`src/hw/cdc_pkg.sv`:
```
// Purpose: shared constants and types for the comparator digital control
// Assumes: one clock, ref_clk, 250 MHz; two comparators
// Notes:   analog levels are modelled by a digital compare result per source pair, eight per channel
package cdc_pkg;
    localparam int NUM_CMP = 2;
    localparam int SEL_W   = 2;
    localparam int PIN_W   = 4;

    // positive input sources
    localparam logic [1:0] PSEL_PIN  = 2'h0;
    localparam logic [1:0] PSEL_DAC  = 2'h1;
    localparam logic [1:0] PSEL_REF2 = 2'h2;
    localparam logic [1:0] PSEL_GND  = 2'h3;

    // reset values of control bits
    localparam logic RST_ENABLE   = 1'h0;
    localparam logic RST_POLARITY = 1'h0;
    localparam logic RST_SPEED    = 1'h1;
    localparam logic RST_HYST     = 1'h0;
    localparam logic RST_SYNC     = 1'h0;
    localparam logic RST_OUT      = 1'h0;
    localparam logic [1:0] RST_SEL = 2'h0;
    localparam logic RST_PORT_ZERO = 1'h0;

    // per-comparator control word
    typedef struct packed {
        logic             comparator_enable;
        logic             output_polarity;
        logic             speed_power_select;
        logic             hysteresis_enable;
        logic             output_sync_enable;
        logic             output_pin_enable;
        logic             rising_edge_irq_enable;
        logic             falling_edge_irq_enable;
        logic [SEL_W-1:0] positive_input_select;
        logic [SEL_W-1:0] negative_input_select;
    } cdc_ctrl_type;
endpackage

```
`src/hw/cdc_if.sv`:
```
// Purpose: link between comparator control and its timer/PWM/software partner
// Assumes: all signals synchronous to ref_clk
// Notes:   analog compare results enter as one bit per source pair
interface cdc_if (
    input wire logic ref_clk,
    input wire logic rst_n
);
    import cdc_pkg::*;
    cdc_ctrl_type               ctrl [NUM_CMP];
    logic [NUM_CMP-1:0]         irq_clear;
    logic [NUM_CMP-1:0]         timer_clk_pre;
    logic [NUM_CMP-1:0]         pin_dir_in;
    logic [NUM_CMP-1:0]         comparator_output_bit;
    logic [NUM_CMP-1:0]         comparator_irq_flag;
    logic [NUM_CMP-1:0]         timer_gate;
    logic [NUM_CMP-1:0]         shutdown_src;
    logic [NUM_CMP-1:0]         hysteresis_on;
    logic [NUM_CMP-1:0]         inputs_connected;

    modport device (
        input  ctrl, irq_clear, timer_clk_pre, pin_dir_in,
        output comparator_output_bit, comparator_irq_flag, timer_gate,
               shutdown_src, hysteresis_on, inputs_connected
    );
    modport partner (
        output ctrl, irq_clear, timer_clk_pre, pin_dir_in,
        input  comparator_output_bit, comparator_irq_flag, timer_gate,
               shutdown_src, hysteresis_on, inputs_connected
    );
endinterface

```
`src/hw/cdc_device.sv`:
```
// Purpose: comparator digital control, device end
// Assumes: compare results and port inputs synchronous to ref_clk
// Notes:   timer clock arrives as a sampled level, edges found by compare

// Notes on behaviour
// - hysteresis enable adds input separation
// - outputs offered as timer gate sources
// - sync set latches on timer clock fall
// - latch clock taken after the prescaler
// - timer rises, synced output changes falling
// - separate rising and falling edge detectors
// - enabled edge sets sticky interrupt flag
// - software sets all enables for interrupts
// - software clears flag; new edge wins
// - polarity or enable change triggers detectors
// - positive select picks pin, dac, ref, ground
// - disabled comparator disconnects all inputs
// - negative select low bit picks one of two pins
// - software sets analog and input direction
// - outputs go to shutdown and out pins
// - software checks output after initialization
// - analog pins read zero on port read
// - output high when plus exceeds minus
// - pin driven only when oe, dir, enabled
module cdc_device (
    input  wire logic                ref_clk,
    input  wire logic                rst_n,
    cdc_if.device                    lnk,
    // compare result for each positive source vs each negative pin
    input  wire logic [15:0]         cmp_gt,
    input  wire logic [cdc_pkg::PIN_W-1:0] port_pins_in,
    input  wire logic [cdc_pkg::PIN_W-1:0] analog_select_reg,
    output logic [cdc_pkg::PIN_W-1:0]      port_read_q,
    output logic                     comparator_one_out_pin,
    output logic                     comparator_one_out_oe,
    output logic                     comparator_two_out_pin,
    output logic                     comparator_two_out_oe
);
    import cdc_pkg::*;

    logic [NUM_CMP-1:0] raw_w;
    logic [NUM_CMP-1:0] out_q;
    logic [NUM_CMP-1:0] prev_q;
    logic [NUM_CMP-1:0] sync_q;
    logic [NUM_CMP-1:0] tclk_q;
    logic [NUM_CMP-1:0] flag_q;
    logic [NUM_CMP-1:0] rise_w;
    logic [NUM_CMP-1:0] fall_w;
    logic [NUM_CMP-1:0] pin_q;

    genvar g;
    generate
        for (g = 0; g < NUM_CMP; g++) begin : g_cmp
            cdc_ctrl_type c;
            logic         gt_w;
            logic         tfall_w;
            assign c = lnk.ctrl[g];
            // pick the compare for chosen sources; off when disabled
            assign gt_w = c.comparator_enable &
                cmp_gt[g*8 + {c.positive_input_select,
                              c.negative_input_select[0]}
                       ^ 4'h0];
            // polarity applied even while disabled so it can fire edges
            assign raw_w[g] = gt_w ^ c.output_polarity;
            assign lnk.hysteresis_on[g] =
                c.comparator_enable & c.hysteresis_enable;
            assign lnk.inputs_connected[g] = c.comparator_enable;
            // falling edge of prescaled timer clock
            assign tfall_w = tclk_q[g] & ~lnk.timer_clk_pre[g];
            assign rise_w[g] = raw_w[g] & ~prev_q[g];
            assign fall_w[g] = ~raw_w[g] & prev_q[g];
            // gate source: latched or straight
            assign lnk.timer_gate[g] = c.output_sync_enable ?
                sync_q[g] : out_q[g];

            always_ff @(posedge ref_clk or negedge rst_n) begin
                if (!rst_n) begin
                    out_q[g]  <= RST_OUT;
                    prev_q[g] <= RST_OUT;
                    sync_q[g] <= RST_OUT;
                    tclk_q[g] <= RST_OUT;
                    flag_q[g] <= RST_OUT;
                    pin_q[g]  <= RST_OUT;
                end else begin
                    out_q[g]  <= raw_w[g];
                    prev_q[g] <= raw_w[g];
                    tclk_q[g] <= lnk.timer_clk_pre[g];
                    // latch the settled output, not a compare that
                    // moves in the same cycle as the clock fall
                    if (tfall_w) begin
                        sync_q[g] <= out_q[g];
                    end
                    // set beats clear
                    if ((rise_w[g] & c.rising_edge_irq_enable) |
                        (fall_w[g] & c.falling_edge_irq_enable)) begin
                        flag_q[g] <= 1'h1;
                    end else if (lnk.irq_clear[g]) begin
                        flag_q[g] <= 1'h0;
                    end
                    pin_q[g] <= out_q[g];
                end
            end
        end
    endgenerate

    assign lnk.comparator_output_bit = out_q;
    assign lnk.comparator_irq_flag   = flag_q;
    assign lnk.shutdown_src          = out_q;

    // output pins: oe overrides port latch
    assign comparator_one_out_pin = pin_q[0];
    assign comparator_two_out_pin = pin_q[1];
    assign comparator_one_out_oe  = lnk.ctrl[0].output_pin_enable &
        ~lnk.pin_dir_in[0] & lnk.ctrl[0].comparator_enable;
    assign comparator_two_out_oe  = lnk.ctrl[1].output_pin_enable &
        ~lnk.pin_dir_in[1] & lnk.ctrl[1].comparator_enable;

    // port read: analog pins return zero
    always_ff @(posedge ref_clk or negedge rst_n) begin
        if (!rst_n) begin
            port_read_q <= '0;
        end else begin
            port_read_q <= port_pins_in & ~analog_select_reg;
        end
    end
endmodule

```
`src/flat_wrapper.sv`:
```
// flat-port wrapper written by rule: the top's interface ports become plain ports
module cdc_device_flat import cdc_pkg::*;
  (ref_clk, rst_n, cmp_gt, port_pins_in, analog_select_reg, port_read_q, comparator_one_out_pin, comparator_one_out_oe, comparator_two_out_pin, comparator_two_out_oe, lnk_ctrl, lnk_irq_clear, lnk_timer_clk_pre, lnk_pin_dir_in, lnk_comparator_output_bit, lnk_comparator_irq_flag, lnk_timer_gate, lnk_shutdown_src, lnk_hysteresis_on, lnk_inputs_connected);
  cdc_if lnk_i (.ref_clk(ref_clk), .rst_n(rst_n));
  input  wire logic ref_clk;
  input  wire logic rst_n;
  input  wire logic [15:0] cmp_gt;
  input  wire logic [cdc_pkg::PIN_W-1:0] port_pins_in;
  input  wire logic [cdc_pkg::PIN_W-1:0] analog_select_reg;
  output logic [cdc_pkg::PIN_W-1:0] port_read_q;
  output logic comparator_one_out_pin;
  output logic comparator_one_out_oe;
  output logic comparator_two_out_pin;
  output logic comparator_two_out_oe;
  input wire logic [$bits(lnk_i.ctrl)-1:0] lnk_ctrl;
  input wire logic [$bits(lnk_i.irq_clear)-1:0] lnk_irq_clear;
  input wire logic [$bits(lnk_i.timer_clk_pre)-1:0] lnk_timer_clk_pre;
  input wire logic [$bits(lnk_i.pin_dir_in)-1:0] lnk_pin_dir_in;
  output wire logic [$bits(lnk_i.comparator_output_bit)-1:0] lnk_comparator_output_bit;
  output wire logic [$bits(lnk_i.comparator_irq_flag)-1:0] lnk_comparator_irq_flag;
  output wire logic [$bits(lnk_i.timer_gate)-1:0] lnk_timer_gate;
  output wire logic [$bits(lnk_i.shutdown_src)-1:0] lnk_shutdown_src;
  output wire logic [$bits(lnk_i.hysteresis_on)-1:0] lnk_hysteresis_on;
  output wire logic [$bits(lnk_i.inputs_connected)-1:0] lnk_inputs_connected;
  assign lnk_i.ctrl = {>>{lnk_ctrl}};
  assign lnk_i.irq_clear = lnk_irq_clear;
  assign lnk_i.timer_clk_pre = lnk_timer_clk_pre;
  assign lnk_i.pin_dir_in = lnk_pin_dir_in;
  assign lnk_comparator_output_bit = lnk_i.comparator_output_bit;
  assign lnk_comparator_irq_flag = lnk_i.comparator_irq_flag;
  assign lnk_timer_gate = lnk_i.timer_gate;
  assign lnk_shutdown_src = lnk_i.shutdown_src;
  assign lnk_hysteresis_on = lnk_i.hysteresis_on;
  assign lnk_inputs_connected = lnk_i.inputs_connected;
  cdc_device u_core (.ref_clk(ref_clk), .rst_n(rst_n), .lnk(lnk_i), .cmp_gt(cmp_gt), .port_pins_in(port_pins_in), .analog_select_reg(analog_select_reg), .port_read_q(port_read_q), .comparator_one_out_pin(comparator_one_out_pin), .comparator_one_out_oe(comparator_one_out_oe), .comparator_two_out_pin(comparator_two_out_pin), .comparator_two_out_oe(comparator_two_out_oe));
endmodule
```
`config.mk`:
```
export PLATFORM = sky130hd
export DESIGN_NAME = cdc_device_flat
export DESIGN_NICKNAME = d
export VERILOG_FILES = /design/src/hw/cdc_pkg.sv /design/src/hw/cdc_if.sv /design/src/hw/cdc_device.sv /design/src/flat_wrapper.sv
export SDC_FILE = /design/constraint.sdc
export NUM_CORES = 1
export LEC_CHECK = 0
export BUFFER_PORTS_ARGS = -buffer_cell sky130_fd_sc_hd__buf_2
export CAP_MARGIN = 0
export CORE_UTILIZATION = 31
export DETAILED_ROUTE_END_ITERATION = 6
export PLACE_DENSITY = 0.74
export SYNTH_ARGS = -nofsm -noshare
export SYNTH_HDL_FRONTEND = slang
export SYNTH_SLANG_ARGS = --single-unit
```
`constraint.sdc`:
```
create_clock -name ref_clk -period 1.2 [get_ports ref_clk]
set_clock_uncertainty 0.2 [all_clocks]
set_input_delay 0.24 -clock ref_clk [delete_from_list [all_inputs] [get_ports ref_clk]]
set_output_delay 0.24 -clock ref_clk [all_outputs]
set_load 0.01 [all_outputs]
```
==> flow_metrics.env <==
export IMPL_cts_made_buffers=3
export IMPL_worstPathArrival_ns=1.08
export IMPL_antenna_found_initial=0
export IMPL_cts_root_buf="clkbuf_4"
export IMPL_cellPowerDensity_nw_per_um2=970
export IMPL_synth_area_per_cell_sq_um=13.2
export IMPL_clock_path_buffers=2
export IMPL_fin_crit_sh_pct=127
export IMPL_synth_top_area_share_pct=45.6
export IMPL_p_leak_nw=0.758
export IMPL_final_seq_area_sq_um=353
export IMPL_io_buffers=71
export IMPL_rsz0062_at_grt="true"
export IMPL_violations="negative setup slack"
export IMPL_io_pins=76
export IMPL_layout_drive_gt1_share_pct=67.3
export IMPL_slew_headroom_pct=79.8
export IMPL_dp_hpwl_mm=1.44
export IMPL_synth_seq_cells=14
export IMPL_vdd_drop_max_uv=689
export IMPL_vias_per_cell=4.53
export IMPL_fp_dieW_um=51.8
export IMPL_grt_pass1_vias=752
export IMPL_gp_congestion=0.586
export IMPL_max_cap_violations=0
export IMPL_syn_area_sq_um=768
export IMPL_drt_iter0_drc=3
export IMPL_clk_insertion_delay_late_ns=0.27
export IMPL_clkSinkCount=14
export IMPL_critPathRequiredTime_ns=0.76
export IMPL_cp_end_kind="output port"
export IMPL_grt_pass1_wl_mm=2.86
export IMPL_grt_usage_pct=14.7
export IMPL_holdCritPathClass="in2reg"
export IMPL_wl_per_cell_um=10.6
export IMPL_syn_instance_count=58
export IMPL_final_hold_viol_count=0
export IMPL_fin_util_pct=63.3
export IMPL_yosysWarningCount=0
export IMPL_worst_pin_slew_ns=0.303
export IMPL_overflow=0
export IMPL_instances_no_fill=175
export IMPL_clk_pin_slew_ns=0.08
export IMPL_worst_slack_ns=-0.323
export IMPL_first_pass_iters=2
export IMPL_yosys_top_cells_area="dfrtp_1 (46%), mux4_1 (14%), mux2_2 (8.8%)"
export IMPL_status="finished with violations"
export IMPL_multi_input_area_sq_um=419
export IMPL_core_area_sq_um=2280
export IMPL_period_needed_ns=1.52
export IMPL_die_h_um=51.8
export IMPL_yosysSeqAreaShare_pct=45.6
export IMPL_path_max_fanout=4
export IMPL_ant_nets=0
export IMPL_grt_start_max_net_pins=15
export IMPL_drc_errors=0
export IMPL_nFillCells=182
export IMPL_dieArea_sq_um=2680
export IMPL_slew_viol_final=0
export IMPL_synth_top_cell_by_area="dfrtp_1"
export IMPL_htreeDepth=1
export IMPL_start_kind="flop"
export IMPL_setup_violations_final=18
export IMPL_row_count=17
export IMPL_areaGrowthSynthToFinish_pct=87.6
export IMPL_total_power_mw=1.40
export IMPL_crit_type="reg2out"
export IMPL_insertedDiodeCount=0
export IMPL_tritoncts="done"
export IMPL_initial_utilization_pct=33.8
export IMPL_setup_tns_final_ns=-2.21
export IMPL_fmax_ghz=0.656
export IMPL_final_nets=204
export IMPL_routed_wl_mm=1.86
export IMPL_placed_cells=154
export IMPL_yosys_cell_types_count=16
export IMPL_syn_nets=114
export IMPL_vias=793
-- synth_stat cells (all sizes together) --
cell / instances
dfrtp: 14
mux2: 6
buf: 4
mux4: 4
nand2b: 4
nand3b: 4
nor2b: 4
a22o: 2
and2: 2
and3: 2
and3b: 2
nand2: 2
nand3: 2
nor3b: 2
o211ai: 2
xnor2: 2
-- timing repair --
| action | in CTS | in global routing |
|---|---|---|
| setup endpoints to repair | 18 | 19 |
| pin swaps | 6 | 2 |
| endpoints found under the hold margin | 22 | 0 |
| resized for setup | 17 | 8 |
| hold buffers | 13 | 0 |
| buffers inserted | 4 | 1 |
-- registers in the layout, indices dropped and copies added (netlist names) --
name	flops
u_core.comparator_two_out_pin	1
u_core.lnk.comparator_irq_flag	2
u_core.comparator_one_out_pin	1
u_core.sync_q	2
u_core.lnk.comparator_output_bit	2
u_core.tclk_q	2
u_core.port_read_q	4
-- power by group --
group          total (mW)  leakage [nW]  switching, mW  internal (mW)
combinational       0.522         0.570          0.191          0.331
clock               0.318        0.0210          0.134          0.184
sequential          0.558         0.168         0.0271          0.531
total                1.40         0.758          0.352           1.05
-- worst max-delay path, stage by stage, from the launching register on --
cell,delay [ns]
dfrtp_2,0.42
mux2_2,0.27
buf_6,0.12
-- kinds of logic after synthesis --
logic type | count (synthesis) | synth area share (%)
AND/OR/NAND/NOR | 24 | 21.5
flip-flops | 14 | 45.6
XOR/XNOR | 2 | 2.28
AO/OA/AOI/OAI | 4 | 4.23
multiplexers | 10 | 22.5
buffers and inverters | 4 | 3.91
-- worst paths after layout --
path / startpoint / end / slack, ns / depth (start not counted)
worst max-delay path: u_core.lnk.comparator_output_bit[0] / lnk_timer_gate[0] / -0.32 / 2
worst min-delay path: lnk_irq_clear[1] / u_core.lnk.comparator_irq_flag[1] / 0.06 / 3
worst max register to register: u_core.lnk.comparator_output_bit[0] / u_core.lnk.comparator_irq_flag[0] / -0.23 / 5
worst min register to register: u_core.lnk.comparator_output_bit[0] / u_core.comparator_one_out_pin / 0.22 / 0
max in group asynchronous: rst_n / u_core.lnk.comparator_output_bit[1] / 0.37 / 2
min in group asynchronous: rst_n / u_core.sync_q[0] / 0.18 / 2
-- layer usage --
| metal | part of all wire [%] | GRT usage, % | vias up |
|---|---|---|---|
| met1 | 32 | 12.6 | 373 |
| met4 | 1.1 | 5.41 | 0 |
| met2 | 62 | 31.2 | 30 |
| li1 | - | - | 388 |
| met5 | 0 | 0 | - |
| met3 | 4.8 | 3.51 | 2 |
-- through the flow --
step	instance area [sq um]	hold slack, ns	setup slack (ns)
after CTS	1400	0.0446	-0.343
after global routing	1440	0.0518	-0.377
final	1440	0.0586	-0.323
after detailed placement	1130	-0.0498	-0.481
after floorplan	761	-0.256	-0.311
after global placement	1130	-0.0550	-0.451
-- layout by cell type (no fill, tap or decap), types with 4 or more instances in the layout --
master,synthesis,final
dfrtp_1,14,12
buf_2,0,62
mux4_2,0,4
nand3b_1,4,4
buf_6,0,10
nand2b_1,4,4
dlygate4sd3_1,0,13
nor2b_1,4,4
-- cell type report --
cell class	instances	share of cell area, %
Timing Repair Buffer	89	41.5
Clock buffer	4	2.52
Sequential cell	14	24.5
Multi-Input combinational cell	40	29.1
Tap cell	28	2.43
(Power assumes the default switching activity.)
